`src/pkg/ssr_pkg.sv`:
```
// Purpose: shared constants and types for the synchronous serial port
// Assumes: control and status bits arrive as plain ports, no bus
// Notes: mode codes follow the low nibble of the first control register
package ssr_pkg;
    localparam logic [3:0] MODE_DIV4 = 4'h0;
    localparam logic [3:0] MODE_DIV16 = 4'h1;
    localparam logic [3:0] MODE_DIV64 = 4'h2;
    localparam logic [3:0] MODE_TMR2 = 4'h3;
    localparam logic [3:0] MODE_SLAVE_SS = 4'h4;
    localparam logic [3:0] MODE_SLAVE_NOSS = 4'h5;
    localparam logic [3:0] MODE_I2C_MASTER = 4'h8;
    localparam int CTL_CKP_BIT = 4;
    localparam int CTL_EN_BIT = 5;
    localparam int STS_CKE_BIT = 6;
    localparam int STS_SMP_BIT = 7;
    localparam int BAUD_MSB = 6;
    // half periods of the serial clock in oscillator cycles
    localparam logic [5:0] HALF_DIV4 = 6'h02;
    localparam logic [5:0] HALF_DIV16 = 6'h08;
    localparam logic [5:0] HALF_DIV64 = 6'h20;
    localparam logic [4:0] EDGES_PER_BYTE = 5'h10;
    localparam logic [3:0] LAST_BIT = 4'h7;
    localparam int PIN_SDI = 0;
    localparam int PIN_SCK = 1;
    localparam int PIN_SS = 2;
    localparam int PIN_SCL = 3;
    localparam int PIN_SDA = 4;
    localparam int PIN_COUNT = 5;
    // pins idle high: pulled-up bus lines, select inactive
    localparam logic [4:0] SYNC_RST = 5'h1F;
    localparam logic [1:0] RST_SYNC_RST = 2'h0;
    typedef enum logic {SPI_IDLE, SPI_RUN} ssr_spi_state_type;
    typedef enum logic [2:0] {RS_IDLE, RS_DELAY, RS_SCL_REL, RS_SETUP, RS_HOLD} ssr_rs_state_type;
endpackage : ssr_pkg

```
`src/pkg/ssr_brg_if.sv`:
```
// Purpose: link between the sequencer and the baud reload counter
// Assumes: both ends on the same clock
// Notes: load is a one-cycle pulse; stop is held for as long as i2c mode is off
`timescale 1ns/100ps
interface ssr_brg_if;
    logic load;
    logic stop;
    logic [6:0] reload;
    logic expired;
    modport ctrl (output load, output stop, output reload, input expired);
    modport cnt (input load, input stop, input reload, output expired);
endinterface : ssr_brg_if

```
`src/logic/ssr_top.sv`:
```
// Purpose: synchronous serial port, spi shifter and i2c repeated start
// Assumes: pins are asynchronous to clk; tmr2_match is a clk pulse
// Notes: input pins pass a three-stage filter, so sampled data lags
`timescale 1ns/100ps
module ssr_top (
    input logic clk,
    input logic reset_n,
    input logic [7:0] serial_port_control_one,
    input logic [7:0] serial_port_status_reg,
    input logic [7:0] addr_or_baud_reload_reg,
    input logic buf_wr_en,
    input logic [7:0] buf_wr_data,
    input logic tmr2_match,
    output logic [7:0] serial_transfer_buffer,
    output logic spi_done,
    output logic spi_busy,
    input logic sdi_in,
    output logic sdo_out,
    output logic sdo_oe,
    input logic sck_in,
    output logic sck_out,
    output logic sck_oe,
    input logic ss_n_in,
    input logic rstart_req,
    output logic rstart_busy,
    output logic rstart_done,
    output logic bus_coll,
    input logic bus_coll_clr,
    input logic scl_in,
    output logic scl_out,
    output logic scl_oe,
    input logic sda_in,
    output logic sda_out,
    output logic sda_oe
);
    ////////////////////////////////////////////////////////////////////////////
    typedef struct packed {
        logic [4:0] sync1;
        logic [4:0] sync2;
        logic [4:0] sync3;
        logic [4:0] filt;
        ssr_pkg::ssr_spi_state_type spi_st;
        logic [5:0] div_cnt;
        logic [4:0] half_cnt;
        logic [3:0] cap_cnt;
        logic [7:0] shift;
        logic [7:0] rx_buf;
        logic sdo;
        logic sck;
        logic done;
        ssr_pkg::ssr_rs_state_type rs_st;
        logic brg_load;
        logic scl_low;
        logic sda_low;
        logic coll;
        logic rs_done;
    } ssr_top_state_type;

    localparam ssr_top_state_type ST_RESET = '{
        sync1: ssr_pkg::SYNC_RST,
        sync2: ssr_pkg::SYNC_RST,
        sync3: ssr_pkg::SYNC_RST,
        filt: ssr_pkg::SYNC_RST,
        spi_st: ssr_pkg::SPI_IDLE,
        rs_st: ssr_pkg::RS_IDLE,
        default: '0
    };

    function automatic logic [5:0] half_limit(input logic [3:0] mode);
        case (mode)
            ssr_pkg::MODE_DIV4: half_limit = ssr_pkg::HALF_DIV4;
            ssr_pkg::MODE_DIV16: half_limit = ssr_pkg::HALF_DIV16;
            default: half_limit = ssr_pkg::HALF_DIV64;
        endcase
    endfunction : half_limit

    // h counts serial clock edges; even ones leave the idle level
    function automatic logic is_cap(input logic cke, input logic input_sample_phase, input logic [4:0] h);
        if (cke) begin
            is_cap = input_sample_phase ? h[0] : !h[0];
        end else begin
            is_cap = input_sample_phase ? (!h[0] && h != 5'h00) : h[0];
        end
    endfunction : is_cap

    function automatic logic is_shift(input logic cke, input logic [4:0] h);
        if (cke) begin
            is_shift = h[0] && h < (ssr_pkg::EDGES_PER_BYTE - 5'h01);
        end else begin
            is_shift = !h[0] && h < ssr_pkg::EDGES_PER_BYTE;
        end
    endfunction : is_shift

    ////////////////////////////////////////////////////////////////////////////
    logic [1:0] rst_sync_q;
    logic rst_n;

    always_ff @(posedge clk or negedge reset_n) begin
        if (!reset_n) begin
            rst_sync_q <= ssr_pkg::RST_SYNC_RST;
        end else begin
            rst_sync_q <= {rst_sync_q[0], 1'b1};
        end
    end

    assign rst_n = rst_sync_q[1];

    ////////////////////////////////////////////////////////////////////////////
    ssr_top_state_type s_q;
    ssr_top_state_type s_d;
    ssr_brg_if brg ();

    ssr_brg u_brg (
        .clk(clk),
        .rst_n(rst_n),
        .bus(brg.cnt)
    );

    logic [3:0] mode;
    logic en, ckp, cke, input_sample_phase;
    logic is_master, is_slave, is_i2c, ss_used, slave_act;
    logic [4:0] agree, filt_n;
    logic sck_edge, scl_fall, div_hit, tick, cap, shf, spi_idle;
    logic coll_ev;

    // options
    assign mode = serial_port_control_one[3:0];
    assign en = serial_port_control_one[ssr_pkg::CTL_EN_BIT];
    assign ckp = serial_port_control_one[ssr_pkg::CTL_CKP_BIT];
    assign cke = serial_port_status_reg[ssr_pkg::STS_CKE_BIT];
    assign is_master = en && mode <= ssr_pkg::MODE_TMR2;
    assign is_slave = en && (mode == ssr_pkg::MODE_SLAVE_SS || mode == ssr_pkg::MODE_SLAVE_NOSS);
    assign is_i2c = en && mode == ssr_pkg::MODE_I2C_MASTER;
    assign ss_used = mode == ssr_pkg::MODE_SLAVE_SS;
    // a slave can only sample mid-bit; end sampling needs a clock it does not own
    assign input_sample_phase = is_master && serial_port_status_reg[ssr_pkg::STS_SMP_BIT];

    // a pin level counts once the second and third stages agree
    assign agree = ~(s_q.sync2 ^ s_q.sync3);
    assign filt_n = (agree & s_q.sync3) | (~agree & s_q.filt);
    assign sck_edge = filt_n[ssr_pkg::PIN_SCK] ^ s_q.filt[ssr_pkg::PIN_SCK];
    assign scl_fall = !filt_n[ssr_pkg::PIN_SCL] && s_q.filt[ssr_pkg::PIN_SCL];

    assign slave_act = is_slave && (!ss_used || !filt_n[ssr_pkg::PIN_SS]);
    assign div_hit = s_q.div_cnt == half_limit(mode) - 6'h01;
    always_comb begin
        tick = 1'b0;
        if (is_master) begin
            if (s_q.spi_st == ssr_pkg::SPI_RUN) begin
                // timer output toggles the clock: half its rate
                tick = (mode == ssr_pkg::MODE_TMR2) ? tmr2_match : div_hit;
            end
        end else begin
            tick = slave_act && sck_edge;
        end
    end
    assign cap = tick && is_cap(cke, input_sample_phase, s_q.half_cnt);
    assign shf = tick && is_shift(cke, s_q.half_cnt);
    assign spi_idle = is_master ? s_q.spi_st == ssr_pkg::SPI_IDLE : s_q.half_cnt == 5'h00;

    ////////////////////////////////////////////////////////////////////////////
    always_comb begin
        s_d = s_q;
        coll_ev = 1'b0;
        s_d.done = 1'b0;
        s_d.rs_done = 1'b0;
        s_d.brg_load = 1'b0;
        s_d.sync1 = {sda_in, scl_in, ss_n_in, sck_in, sdi_in};
        s_d.sync2 = s_q.sync1;
        s_d.sync3 = s_q.sync2;
        s_d.filt = filt_n;

        // spi shifter
        if (!is_master || s_q.spi_st == ssr_pkg::SPI_IDLE) begin
            s_d.sck = ckp;
            s_d.div_cnt = 6'h00;
        end else begin
            s_d.div_cnt = div_hit ? 6'h00 : s_q.div_cnt + 6'h01;
        end
        if (tick) begin
            if (s_q.half_cnt < ssr_pkg::EDGES_PER_BYTE) begin
                s_d.sck = ~s_q.sck;
            end
            if (shf) begin
                s_d.sdo = cap ? s_q.shift[6] : s_q.shift[7];
            end
            if (cap) begin
                s_d.shift = {s_q.shift[6:0], filt_n[ssr_pkg::PIN_SDI]};
                s_d.cap_cnt = s_q.cap_cnt + 4'h1;
            end
            s_d.half_cnt = s_q.half_cnt + 5'h01;
            // end on the later of the last clock edge and the last capture, so sck gets back to idle
            if (s_q.half_cnt == ((!cke && input_sample_phase) ? ssr_pkg::EDGES_PER_BYTE
                    : ssr_pkg::EDGES_PER_BYTE - 5'h01)) begin
                s_d.rx_buf = s_d.shift;
                s_d.done = 1'b1;
                s_d.half_cnt = 5'h00;
                s_d.cap_cnt = 4'h0;
                s_d.spi_st = ssr_pkg::SPI_IDLE;
                s_d.sck = ckp;
            end
        end else if (buf_wr_en && spi_idle && (is_master || is_slave)) begin
            // a write during a transfer is dropped: the shifter is busy
            s_d.shift = buf_wr_data;
            s_d.sdo = buf_wr_data[7];
            if (is_master) begin
                s_d.spi_st = ssr_pkg::SPI_RUN;
                s_d.half_cnt = 5'h00;
                s_d.cap_cnt = 4'h0;
            end
        end
        if (!is_master) begin
            s_d.spi_st = ssr_pkg::SPI_IDLE;
        end
        // deselect or disable throws away a partial byte
        if ((!is_master && !is_slave) || (is_slave && ss_used && filt_n[ssr_pkg::PIN_SS])) begin
            s_d.half_cnt = 5'h00;
            s_d.cap_cnt = 4'h0;
        end

        // i2c repeated start sequencer
        if (bus_coll_clr) begin
            s_d.coll = 1'b0;
        end
        case (s_q.rs_st)
            ssr_pkg::RS_IDLE: begin
                if (rstart_req && is_i2c) begin
                    s_d.sda_low = 1'b0;
                    s_d.scl_low = 1'b1;
                    s_d.brg_load = 1'b1;
                    s_d.rs_st = ssr_pkg::RS_DELAY;
                end
            end
            ssr_pkg::RS_DELAY: begin
                if (brg.expired) begin
                    s_d.scl_low = 1'b0;
                    s_d.rs_st = ssr_pkg::RS_SCL_REL;
                end
            end
            ssr_pkg::RS_SCL_REL: begin
                if (filt_n[ssr_pkg::PIN_SCL]) begin
                    if (!filt_n[ssr_pkg::PIN_SDA]) begin
                        coll_ev = 1'b1;
                    end else begin
                        s_d.brg_load = 1'b1;
                        s_d.rs_st = ssr_pkg::RS_SETUP;
                    end
                end
            end
            ssr_pkg::RS_SETUP: begin
                // a falling data line here is tolerated
                if (scl_fall && !s_q.sda_low) begin
                    coll_ev = 1'b1;
                end else if (brg.expired) begin
                    if (filt_n[ssr_pkg::PIN_SCL] && filt_n[ssr_pkg::PIN_SDA]) begin
                        s_d.sda_low = 1'b1;
                        s_d.brg_load = 1'b1;
                        s_d.rs_st = ssr_pkg::RS_HOLD;
                    end else begin
                        coll_ev = 1'b1;
                    end
                end
            end
            ssr_pkg::RS_HOLD: begin
                if (brg.expired) begin
                    s_d.scl_low = 1'b1;
                    s_d.rs_done = 1'b1;
                    s_d.rs_st = ssr_pkg::RS_IDLE;
                end
            end
            default: begin
                s_d.rs_st = ssr_pkg::RS_IDLE;
            end
        endcase
        if (coll_ev) begin
            s_d.coll = 1'b1;
            s_d.scl_low = 1'b0;
            s_d.sda_low = 1'b0;
            s_d.brg_load = 1'b0;
            s_d.rs_st = ssr_pkg::RS_IDLE;
        end
        if (!is_i2c) begin
            s_d.scl_low = 1'b0;
            s_d.sda_low = 1'b0;
            s_d.rs_st = ssr_pkg::RS_IDLE;
        end
    end

    always_ff @(posedge clk or negedge rst_n) begin
        if (!rst_n) begin
            s_q <= ST_RESET;
        end else begin
            s_q <= s_d;
        end
    end

    ////////////////////////////////////////////////////////////////////////////
    assign brg.load = s_q.brg_load;
    assign brg.stop = coll_ev || !is_i2c;
    assign brg.reload = addr_or_baud_reload_reg[ssr_pkg::BAUD_MSB:0];

    assign serial_transfer_buffer = s_q.rx_buf;
    assign spi_done = s_q.done;
    assign spi_busy = is_master ? s_q.spi_st == ssr_pkg::SPI_RUN : s_q.half_cnt != 5'h00;
    assign sdo_out = s_q.sdo;
    assign sdo_oe = is_master || slave_act;
    assign sck_out = s_q.sck;
    assign sck_oe = is_master;
    // open-drain lines: only ever pulled low
    assign scl_out = 1'b0;
    assign sda_out = 1'b0;
    assign scl_oe = s_q.scl_low;
    assign sda_oe = s_q.sda_low;
    assign rstart_busy = s_q.rs_st != ssr_pkg::RS_IDLE;
    assign rstart_done = s_q.rs_done;
    assign bus_coll = s_q.coll;

    ////////////////////////////////////////////////////////////////////////////
    a_sck_idle_level: assert property (@(posedge clk) disable iff (!rst_n)
        is_master && $past(is_master) && $past(ckp) == ckp
        && s_q.spi_st == ssr_pkg::SPI_IDLE && $past(s_q.spi_st) == ssr_pkg::SPI_IDLE
        |-> sck_out == ckp)
        else $error("serial clock not at idle level");

    a_slave_no_drive: assert property (@(posedge clk) disable iff (!rst_n)
        is_slave |-> !sck_oe && s_q.spi_st == ssr_pkg::SPI_IDLE)
        else $error("slave drove the serial clock");

    a_ss_quiet_out: assert property (@(posedge clk) disable iff (!rst_n)
        is_slave && ss_used && filt_n[ssr_pkg::PIN_SS] |-> !sdo_oe && s_d.half_cnt == 5'h00)
        else $error("deselected slave still active");

    a_byte_div4: assert property (@(posedge clk) disable iff (!rst_n)
        $rose(spi_busy) && is_master && mode == ssr_pkg::MODE_DIV4 && $stable(mode)
        |-> ##[32:34] spi_done)
        else $error("fosc/4 byte did not finish in time");

    a_byte_capture_count: assert property (@(posedge clk) disable iff (!rst_n)
        s_d.done |-> s_q.cap_cnt == (cap ? ssr_pkg::LAST_BIT : ssr_pkg::LAST_BIT + 4'h1))
        else $error("byte ended without eight captures");

    a_rise_low_data: assert property (@(posedge clk) disable iff (!rst_n)
        s_q.rs_st == ssr_pkg::RS_SCL_REL && is_i2c && filt_n[ssr_pkg::PIN_SCL]
        && !filt_n[ssr_pkg::PIN_SDA] |=> bus_coll && !scl_oe && !sda_oe)
        else $error("low data at clock rise not flagged");

    a_setup_scl_fall: assert property (@(posedge clk) disable iff (!rst_n)
        s_q.rs_st == ssr_pkg::RS_SETUP && is_i2c && scl_fall
        |=> bus_coll && s_q.rs_st == ssr_pkg::RS_IDLE)
        else $error("early clock fall not flagged");

    a_data_fall_ok: assert property (@(posedge clk) disable iff (!rst_n)
        s_q.rs_st == ssr_pkg::RS_SETUP && is_i2c && !scl_fall && !brg.expired
        && !bus_coll && !bus_coll_clr |=> !bus_coll)
        else $error("data fall during setup flagged as collision");

    a_drive_data_low: assert property (@(posedge clk) disable iff (!rst_n)
        s_q.rs_st == ssr_pkg::RS_SETUP && is_i2c && !scl_fall && brg.expired
        && filt_n[ssr_pkg::PIN_SCL] && filt_n[ssr_pkg::PIN_SDA]
        |=> sda_oe && s_q.rs_st == ssr_pkg::RS_HOLD && brg.load)
        else $error("data not driven low after setup");

    a_hold_end_clock: assert property (@(posedge clk) disable iff (!rst_n)
        s_q.rs_st == ssr_pkg::RS_HOLD && is_i2c && brg.expired
        |=> scl_oe && sda_oe && rstart_done && !rstart_busy)
        else $error("restart did not end with clock low");

    a_coll_sticky: assert property (@(posedge clk) disable iff (!rst_n)
        bus_coll && !bus_coll_clr |=> bus_coll)
        else $error("collision flag lost");

    c_master_byte: cover property (@(posedge clk) disable iff (!rst_n)
        is_master && spi_done);
    c_slave_byte: cover property (@(posedge clk) disable iff (!rst_n)
        is_slave && spi_done);
    c_restart_done: cover property (@(posedge clk) disable iff (!rst_n)
        rstart_done);
    c_collision: cover property (@(posedge clk) disable iff (!rst_n)
        $rose(bus_coll));
endmodule : ssr_top

```
`src/logic/ssr_brg.sv`:
```
// Purpose: baud reload counter for bus timing
// Assumes: reload value stable while counting
// Notes: expired pulses reload+2 cycles after load is seen
`timescale 1ns/100ps
module ssr_brg (
    input logic clk,
    input logic rst_n,
    ssr_brg_if.cnt bus
);
    typedef struct packed {
        logic run;
        logic [6:0] cnt;
        logic exp;
    } ssr_brg_state_type;

    ssr_brg_state_type s_q;
    ssr_brg_state_type s_d;

    always_comb begin
        s_d = s_q;
        s_d.exp = 1'b0;
        if (bus.stop) begin
            s_d.run = 1'b0;
        end else if (bus.load) begin
            s_d.cnt = bus.reload;
            s_d.run = 1'b1;
        end else if (s_q.run) begin
            if (s_q.cnt == 7'h00) begin
                s_d.exp = 1'b1;
                s_d.run = 1'b0;
            end else begin
                s_d.cnt = s_q.cnt - 7'h01;
            end
        end
    end

    always_ff @(posedge clk or negedge rst_n) begin
        if (!rst_n) begin
            s_q <= '0;
        end else begin
            s_q <= s_d;
        end
    end

    assign bus.expired = s_q.exp;

    a_brg_reload: assert property (@(posedge clk) disable iff (!rst_n)
        bus.load && !bus.stop |=> s_q.run && s_q.cnt == $past(bus.reload))
        else $error("baud counter did not take the reload value");
endmodule : ssr_brg

```
`config.mk`:
```
export PLATFORM = sky130hd
export DESIGN_NAME = ssr_top
export DESIGN_NICKNAME = d
export VERILOG_FILES = /design/src/pkg/ssr_pkg.sv /design/src/pkg/ssr_brg_if.sv /design/src/logic/ssr_top.sv /design/src/logic/ssr_brg.sv
export SDC_FILE = /design/constraint.sdc
export NUM_CORES = 1
export LEC_CHECK = 0
export ABC_AREA = 1
export ABC_CLOCK_PERIOD_IN_PS = 5300
export BUFFER_PORTS_ARGS = -buffer_cell sky130_fd_sc_hd__buf_2
export CAP_MARGIN = 10
export CORE_MARGIN = 8
export CORE_UTILIZATION = 58
export DETAILED_ROUTE_END_ITERATION = 10
export GPL_ROUTABILITY_DRIVEN = 0
export GPL_TIMING_DRIVEN = 0
export PLACE_DENSITY = 0.82
export SETUP_SLACK_MARGIN = 0.4
export SYNTH_ARGS = -nofsm -noshare
export SYNTH_HDL_FRONTEND = slang
export SYNTH_HIERARCHICAL = 1
export SYNTH_SLANG_ARGS = --single-unit
```
`constraint.sdc`:
```
create_clock -name clk -period 5.3 [get_ports clk]
set_input_delay 1.06 -clock clk [delete_from_list [all_inputs] [get_ports clk]]
set_output_delay 1.06 -clock clk [all_outputs]
set_load 0.05 [all_outputs]
```
==> impl_metrics.csv, run 1 <==
group,metric,value,unit
floorplanning,die_y,96.8,um
worst_setup_path,cp_max_fo,9,
timing,worst_pin_slew,833,ps
worst_setup_path,path_buf_inv,3,
timing,hold_ws,356,ps
logic_synthesis,synth_seq_cells,70,
worst_setup_path,cpMaxStageDelayCell,"buf_2",
floorplanning,io_pins,64,
timing,slew_viol_final,0,
timing,final-hold-violation-count,0,
floorplanning,die_area,0.00936,mm2
timing,fin_skew,5.83,ps
logic_synthesis,yosysTopAreaCellShare,33.1,%
floorplanning,initial_core_util,59.9,%
pwr,leakagePower,2.34,nW
timing,min_period,3080,ps
timing,min_period_over_period,58.1,%
worst_setup_path,end_kind,"primary output",
drt,via_count,3117,
grt,grt_pass1_wl,13300,um
run,maxCapViolCount,0,
clock_network,cts_hold_buf,0,
logic_synthesis,yosysTopAreaCell,"dfrtp_1",
clock_network,post_cts_buffers,0,
cells_and_area,final_cell_area,0.00432,mm2
clock_network,clockBufferDepth,2,
worst_setup_path,worstSetupStartpointType,"primary input",
clock_network,clock_sinks,70,
drt,dr.pass1.iters,6,
logic_synthesis,syn-cell-area,0.00378,mm2
cells_and_area,areaGrowthSynthToFinish,14.3,%
clock_network,cts_tree,"built",
grt,grt_usage,16.7,%
timing,setup-violations-final,0,
grt,antenna_found_initial,0,
worst_setup_path,path_class,"primary input to primary output",
floorplanning,die_x,96.8,um
clock_network,cts.root.buffer_cell,"clkbuf_8",
status,outcome,"completed",
logic_synthesis,synth_xor_area_share,0.463,%
worst_setup_path,crit_family,"simple AND/OR/NAND/NOR gates",
timing,max_slew_margin,44.4,%
logic_synthesis,yosysSeqAreaShare,47.0,%
grt,grt_pass1_vias,3126,
cells_and_area,drive_gt1_share,26.8,%
drt,drt_iter0_markers,142,
timing,setup_tns,0,ps
worst_setup_path,crit_top_cell,"buf_2",
place,dpl_cell_area,0.00415,mm2
logic_synthesis,synth_cell_types,37,
drt,drt_wl_total,7620,um
logic_synthesis,synthSimpleGateAreaFrac,27.2,%
clock_network,clock_latency,330,ps
worst_setup_path,cp.required,4240,ps
place,hpwl,5730,um
logic_synthesis,synth_top_family_by_area,"simple AND/OR/NAND/NOR gates",
drt,vias_per_cell,5.11,
logic_synthesis,synthMuxAreaShare,0,%
logic_synthesis,yosysWarnings,6,
pwr,ir_drop,0.000167,V
clock_network,clk_pin_slew_worst_paths,70,ps
place,dp_cells,594,
drt,ant_nets,0,
logic_synthesis,synth_compound_area_share,11.7,%
cells_and_area,diodes,0,
cells_and_area,fin_nets,577,
worst_setup_path,cpPeakStageDelay,260,ps
logic_synthesis,synthAdderAreaFrac,2.78,%
logic_synthesis,syn_area_per_cell,8.15,um2
clock_network,numCtsBuffers,9,
floorplanning,core_area,0.00631,mm2
cells_and_area,instances_no_fill,610,
pwr,powerDensity,258,mW/mm2
logic_synthesis,synth_area_leaders,"dfrtp_1, dfstp_2, nand2_1",
floorplanning,rows,29,
clock_network,ctsResizeCount,0,
grt,grt_max_degree,69,
drt,drc,0,
min_path,hp-class,"register to register",
clock_network,ctsHtreeMaxLevel,3,
worst_setup_path,arrival,2020,ps
timing,rsz0062_at_grt,"no",
logic_synthesis,synthCells,464,
grt,grt-ovfl-total,0,
worst_setup_path,crit_chain,"buf_2 > nor2_4 > nand2_4 > inv_2 > nand2_2 > nand2_1 > buf_2",
drt,wire_per_inst,12.5,um
place,portBuffers,52,
timing,fmax,325,MHz
cell families after synthesis:
logic type / count (synthesis)
flip-flops: 70
XOR/XNOR: 2
buffers and inverters: 88
adder cells (fa/ha/maj): 9
other: 2
AO/OA/AOI/OAI: 72
AND/OR/NAND/NOR: 221
final cells by class:
cell class                 count  area (um2)
fill                         539        1990
buffer                        17         134
clock inverter                 3        18.8
sequential                    70        1780
multi-input combinational    307        1600
inverter                      71         272
tap                           77        96.3
clock buffer                  13         159
timing repair buffer          52         260
routing by layer:
metal,vias up,share of wire [%],GRT usage (%)
li1,1601,-,-
met1,1440,46,19.7
met2,66,48,28.2
met3,10,4.2,3.84
met4,0,1.5,7.22
met5,-,0,0
stage by stage:
| step | util (%) | setup slack, ps | power, mW |
|---|---|---|---|
| final | 68.5 | 2220 | 1.12 |
| after global routing | 68.5 | 2120 | 1.18 |
| after CTS | 68.5 | 2210 | 1.13 |
| after detailed placement | 65.7 | 2070 | 0.749 |
| after global placement | 65.6 | 2130 | 0.742 |
| after floorplan | - | 2200 | 0.706 |
sequential cells by signal, indices dropped and copies added, names as in the netlist, 2 cells and up:
signal	cells
s_d	10
rst_sync_q	2
serial_transfer_buffer	8
u_brg/s_q	8
s_q	33
placed cells by master, fill, tap and decap left out, types with 5 or more instances in the layout:
cell      Yosys  layout
a21oi_1      12      12
buf_2         2      54
buf_4        12      12
clkbuf_8      0      11
dfrtp_1      50      49
dfstp_2      20      20
ha_1          6       6
inv_1        63      63
inv_2         6       6
nand2_1     111     111
nand2_2       5       5
nand3_1      40      40
nand4_1       5       5
nor2_1       39      39
o211ai_1      8       8
o21ai_0      19      19
o21ai_1      15      15
o21ai_2       8       8
cell usage after synthesis (all sizes together):
library cell and count:
nand2 120, ha 6, o21bai 3, o21ai 42, nand3b 1, o2111ai 2
dfstp 20, or2 2, nand3 41, nand4 5, dfrtp 50, xor2 2
a21oi 14, conb 2, o22ai 2, a31oi 1, nor2 48, buf 17
nor3 4, maj3 3, o211ai 8, inv 71
power breakdown:
group | switching (mW) | internal, mW | total, mW | leakage, nW
sequential | 0.0296 | 0.574 | 0.604 | 0.877
combinational | 0.0867 | 0.0484 | 0.135 | 1.37
clock | 0.184 | 0.195 | 0.379 | 0.0934
worst paths after layout:
kind	depth (start not counted)	from	slack [ps]	end
min	0	s_d[54]$_DFF_PN1_	360	s_d[49]$_DFF_PN1_
max	7	serial_port_control_one[2]	2220	spi_busy
max reg2reg	12	s_d[51]$_DFF_PN1_	3030	u_brg/s_q[2]$_DFFE_PN0P_
min in group asynchronous	0	rst_sync_q[1]$_DFF_PN0_	440	u_brg/s_q[1]$_DFFE_PN0P_
min reg2reg	0	s_d[54]$_DFF_PN1_	360	s_d[49]$_DFF_PN1_
max in group asynchronous	0	rst_sync_q[1]$_DFF_PN0_	4320	s_q[36]$_DFF_PN0_
(Power assumes the default switching activity.)
==> run 2, diff against run 1 <==
--- a/config.mk
+++ b/config.mk
@@ -5,16 +5,16 @@
 export SDC_FILE = /design/constraint.sdc
 export NUM_CORES = 1
 export LEC_CHECK = 0
-export ABC_AREA = 1
-export ABC_CLOCK_PERIOD_IN_PS = 5300
+export ABC_AREA = 0
+export ABC_CLOCK_PERIOD_IN_PS = 2800
 export BUFFER_PORTS_ARGS = -buffer_cell sky130_fd_sc_hd__buf_2
 export CAP_MARGIN = 10
 export CORE_MARGIN = 8
-export CORE_UTILIZATION = 58
+export CORE_UTILIZATION = 51
 export DETAILED_ROUTE_END_ITERATION = 10
 export GPL_ROUTABILITY_DRIVEN = 0
 export GPL_TIMING_DRIVEN = 0
-export PLACE_DENSITY = 0.82
+export PLACE_DENSITY = 0.77
 export SETUP_SLACK_MARGIN = 0.4
 export SYNTH_ARGS = -nofsm -noshare
 export SYNTH_HDL_FRONTEND = slang
==> constraint.sdc (replaced) <==
create_clock -name clk -period 2.8 [get_ports clk]
set_input_delay 0.56 -clock clk [delete_from_list [all_inputs] [get_ports clk]]
set_output_delay 0.56 -clock clk [all_outputs]
set_load 0.05 [all_outputs]
==> impl_metrics.csv, run 2 <==
group,metric,value,unit
clock_network,clk_pin_slew_worst_paths,80,ps
worst_setup_path,worstSetupStartpointType,"primary input",
cells_and_area,areaGrowthSynthToFinish,26.3,%
floorplanning,die_y,101,um
logic_synthesis,yosysWarnings,6,
place,place_ws,-230,ps
logic_synthesis,synth_most_common_cell,"dfrtp_1",
floorplanning,initial_core_util,51.7,%
timing,final-hold-violation-count,0,
floorplanning,die_x,101,um
cells_and_area,seqCellArea,0.00178,mm2
timing,final.setup.worst_slack,339,ps
logic_synthesis,synthCells,354,
worst_setup_path,rr_endpoint,"sdo_out$_DFFE_PN0P_",
worst_setup_path,r2r-start,"s_q[31]$_DFFE_PN0P_",
grt,grt-ovfl-total,0,
pwr,powerDensity,473,mW/mm2
worst_setup_path,reg2reg_slack,470,ps
logic_synthesis,syn_area_per_cell,10.4,um2
cells_and_area,final_common_cell,"buf_2",
logic_synthesis,yosysSeqAreaShare,48.1,%
timing,setup_tns,0,ps
pwr,leakagePower,2.08,nW
timing,max_slew_margin,43.1,%
worst_setup_path,cp_max_fo,9,
run,maxCapViolCount,0,
grt,grt_pass1_wl,14000,um
pwr,ir_drop,0.000269,V
cells_and_area,final_cell_mix,"buf_2, dfrtp_1, buf_4",
clock_network,cts.root.buffer_cell,"clkbuf_8",
worst_setup_path,end_kind,"register",
floorplanning,io_pins,64,
timing,min_period_over_period,87.9,%
drt,dr.pass1.iters,5,
drt,wire_per_inst,15.5,um
logic_synthesis,synth_seq_cells,70,
clock_network,ctsHtreeMaxLevel,3,
drt,drc,0,
clock_network,clock_latency,340,ps
floorplanning,die_area,0.0102,mm2
logic_synthesis,syn-cell-area,0.00369,mm2
cells_and_area,multi_input_area,0.00188,mm2
cells_and_area,drive_gt1_share,39.6,%
logic_synthesis,ys.flop_type,"dfrtp_1",
logic_synthesis,synth_cell_types,78,
timing,rsz0062_at_grt,"yes",
worst_setup_path,path_class,"primary input to register",
timing,fin_skew,12.6,ps
place,portBuffers,51,
timing,fmax,406,MHz
clock_network,clockBufferDepth,2,
drt,via_count,2987,
timing,min_period,2460,ps
timing,slew_viol_final,0,
grt,met3_usage,3.73,%
timing,setup-violations-final,0,
logic_synthesis,synth_area_leaders,"dfrtp_1, dfstp_2, nor2_1",
worst_setup_path,worstSetupEndpoint,"s_q[24]$_DFFE_PN0P_",
status,outcome,"completed",
logic_synthesis,yosysTopAreaCell,"dfrtp_1",
drt,drt_iter0_markers,161,
grt,grt_use_met1,20.1,%
worst_setup_path,arrival,2690,ps
grt,antenna_found_initial,0,
grt,grt_pass1_vias,3053,
clock_network,numCtsBuffers,9,
grt,met2_usage,29.1,%
logic_synthesis,yosysTopAreaCellShare,33.9,%
worst_setup_path,critPathLaunch,"serial_port_control_one[3]",
min_path,hp-class,"primary input to register",
worst_setup_path,reg2reg_depth,9,
clock_network,clock_sinks,70,
cells_and_area,fillers,573,
place,hpwl,5650,um
clock_network,cts_tree,"built",
logic_synthesis,netlist_top_cells_count,"dfrtp_1, nor2_1, nand2_1",
worst_setup_path,cp.required,3030,ps
drt,ant_nets,0,
logic_synthesis,async_reset_ff_share,100,%
grt,grt_max_degree,69,
timing,worst_pin_slew,854,ps
cells_and_area,fin_nets,489,
drt,drt_wl_total,8420,um
cells_and_area,diodes,0,
floorplanning,rows,31,
drt,vias_per_cell,5.49,
grt,grt_usage,17.1,%
logic_synthesis,synth-edff-count,0,
grt,grt_busiest_layer,"met2",
cells_and_area,largest_register_ffs,33,
floorplanning,core_area,0.00714,mm2
cells_and_area,top_register,"s_q",
[run 2: changes by cell type after synthesis, sizes merged, moves of 5 or more]
| cell | previous run | this run |
|---|---|---|
| o21ai | 42 | 14 |
| and3 | 0 | 6 |
| clkbuf | 0 | 8 |
| o221a | 0 | 6 |
| xnor2 | 0 | 5 |
| a21oi | 14 | 21 |
| nand2b | 0 | 5 |
| nor2 | 48 | 32 |
| inv | 71 | 18 |
| mux2i | 0 | 12 |
| nand3 | 41 | 15 |
| nand2 | 120 | 23 |
| or3 | 0 | 8 |
[run 2: critical path: stages]
cell,delay [ps]
buf_12,120
nor4_4,300
inv_1,110
ha_4,190
xor2_4,150
and3_4,190
o2111ai_4,270
nand3_4,150
buf_8,170
or3_1,350
o221a_2,130
[run 2: layout make-up]
| type | instances | area share (%) |
|---|---|---|
| Multi-Input combinational cell | 245 | 40.4 |
| Sequential cell | 70 | 38.3 |
| Timing Repair Buffer | 74 | 9.58 |
| Buffer | 22 | 3.76 |
| Clock buffer | 12 | 3.11 |
| Tap cell | 99 | 2.66 |
| Inverter | 18 | 1.50 |
| Clock inverter | 4 | 0.698 |
[run 2: repair_timing]
action / 4_1_cts / 5_1_grt
resized for setup: 18 / 25
pin swaps: 6 / 9
endpoints found under the setup margin: 27 / 29
buffers inserted: 10 / 12
endpoints found under the hold margin: 2 / 0
hold buffers: 1 / 0
[run 2: power breakdown]
part           switching (mW)  total [mW]  leakage (nW)  internal [mW]
Clock                   0.386       0.736        0.0828          0.349
Sequential             0.0660        1.15         0.859           1.09
Combinational           0.167       0.313          1.14          0.145
[run 2: worst min-delay path by stage]
stage                             from                       to  slack (ps)  cells past startpoint
2_1_floorplan                  reset_n  rst_sync_q[0]$_DFF_PN0_         260                      0
3_3_place_gp                   reset_n  rst_sync_q[1]$_DFF_PN0_         340                      1
3_5_place_dp   rst_sync_q[0]$_DFF_PN0_  rst_sync_q[1]$_DFF_PN0_         340                      0
4_1_cts                         sda_in        s_d[57]$_DFF_PN1_         290                      1
5_1_grt                         sda_in        s_d[57]$_DFF_PN1_         290                      1
6_report                        scl_in        s_d[56]$_DFF_PN1_         300                      1
[run 2: stage by stage]
stage	power [mW]	cell area [um2]	instances	hold slack (ps)	utilization, %
6_report	2.20	4660	544	304	65.3
5_1_grt	2.30	4660	544	285	65.3
4_1_cts	2.20	4460	532	288	62.6
3_5_place_dp	1.46	4130	505	340	57.8
3_3_place_gp	1.45	4120	505	336	57.7
2_1_floorplan	1.37	3740	355	264	-
[run 2: layer usage]
metal	vias to the layer above	part of all wire, %
met5	-	0
met4	0	1.6
met3	15	4.8
met2	85	50
met1	1450	43
li1	1437	-
[run 2: kinds of logic after synthesis]
kind of cell	after synthesis	share of synthesized area, %
AND/OR/NAND/NOR	123	18.6
AO/OA/AOI/OAI	83	16.9
flip-flops	70	48.1
buffers and inverters	40	5.46
multiplexers	16	5.12
adder cells (fa/ha/maj)	11	3.39
XOR/XNOR	9	2.14
other	2	0.203
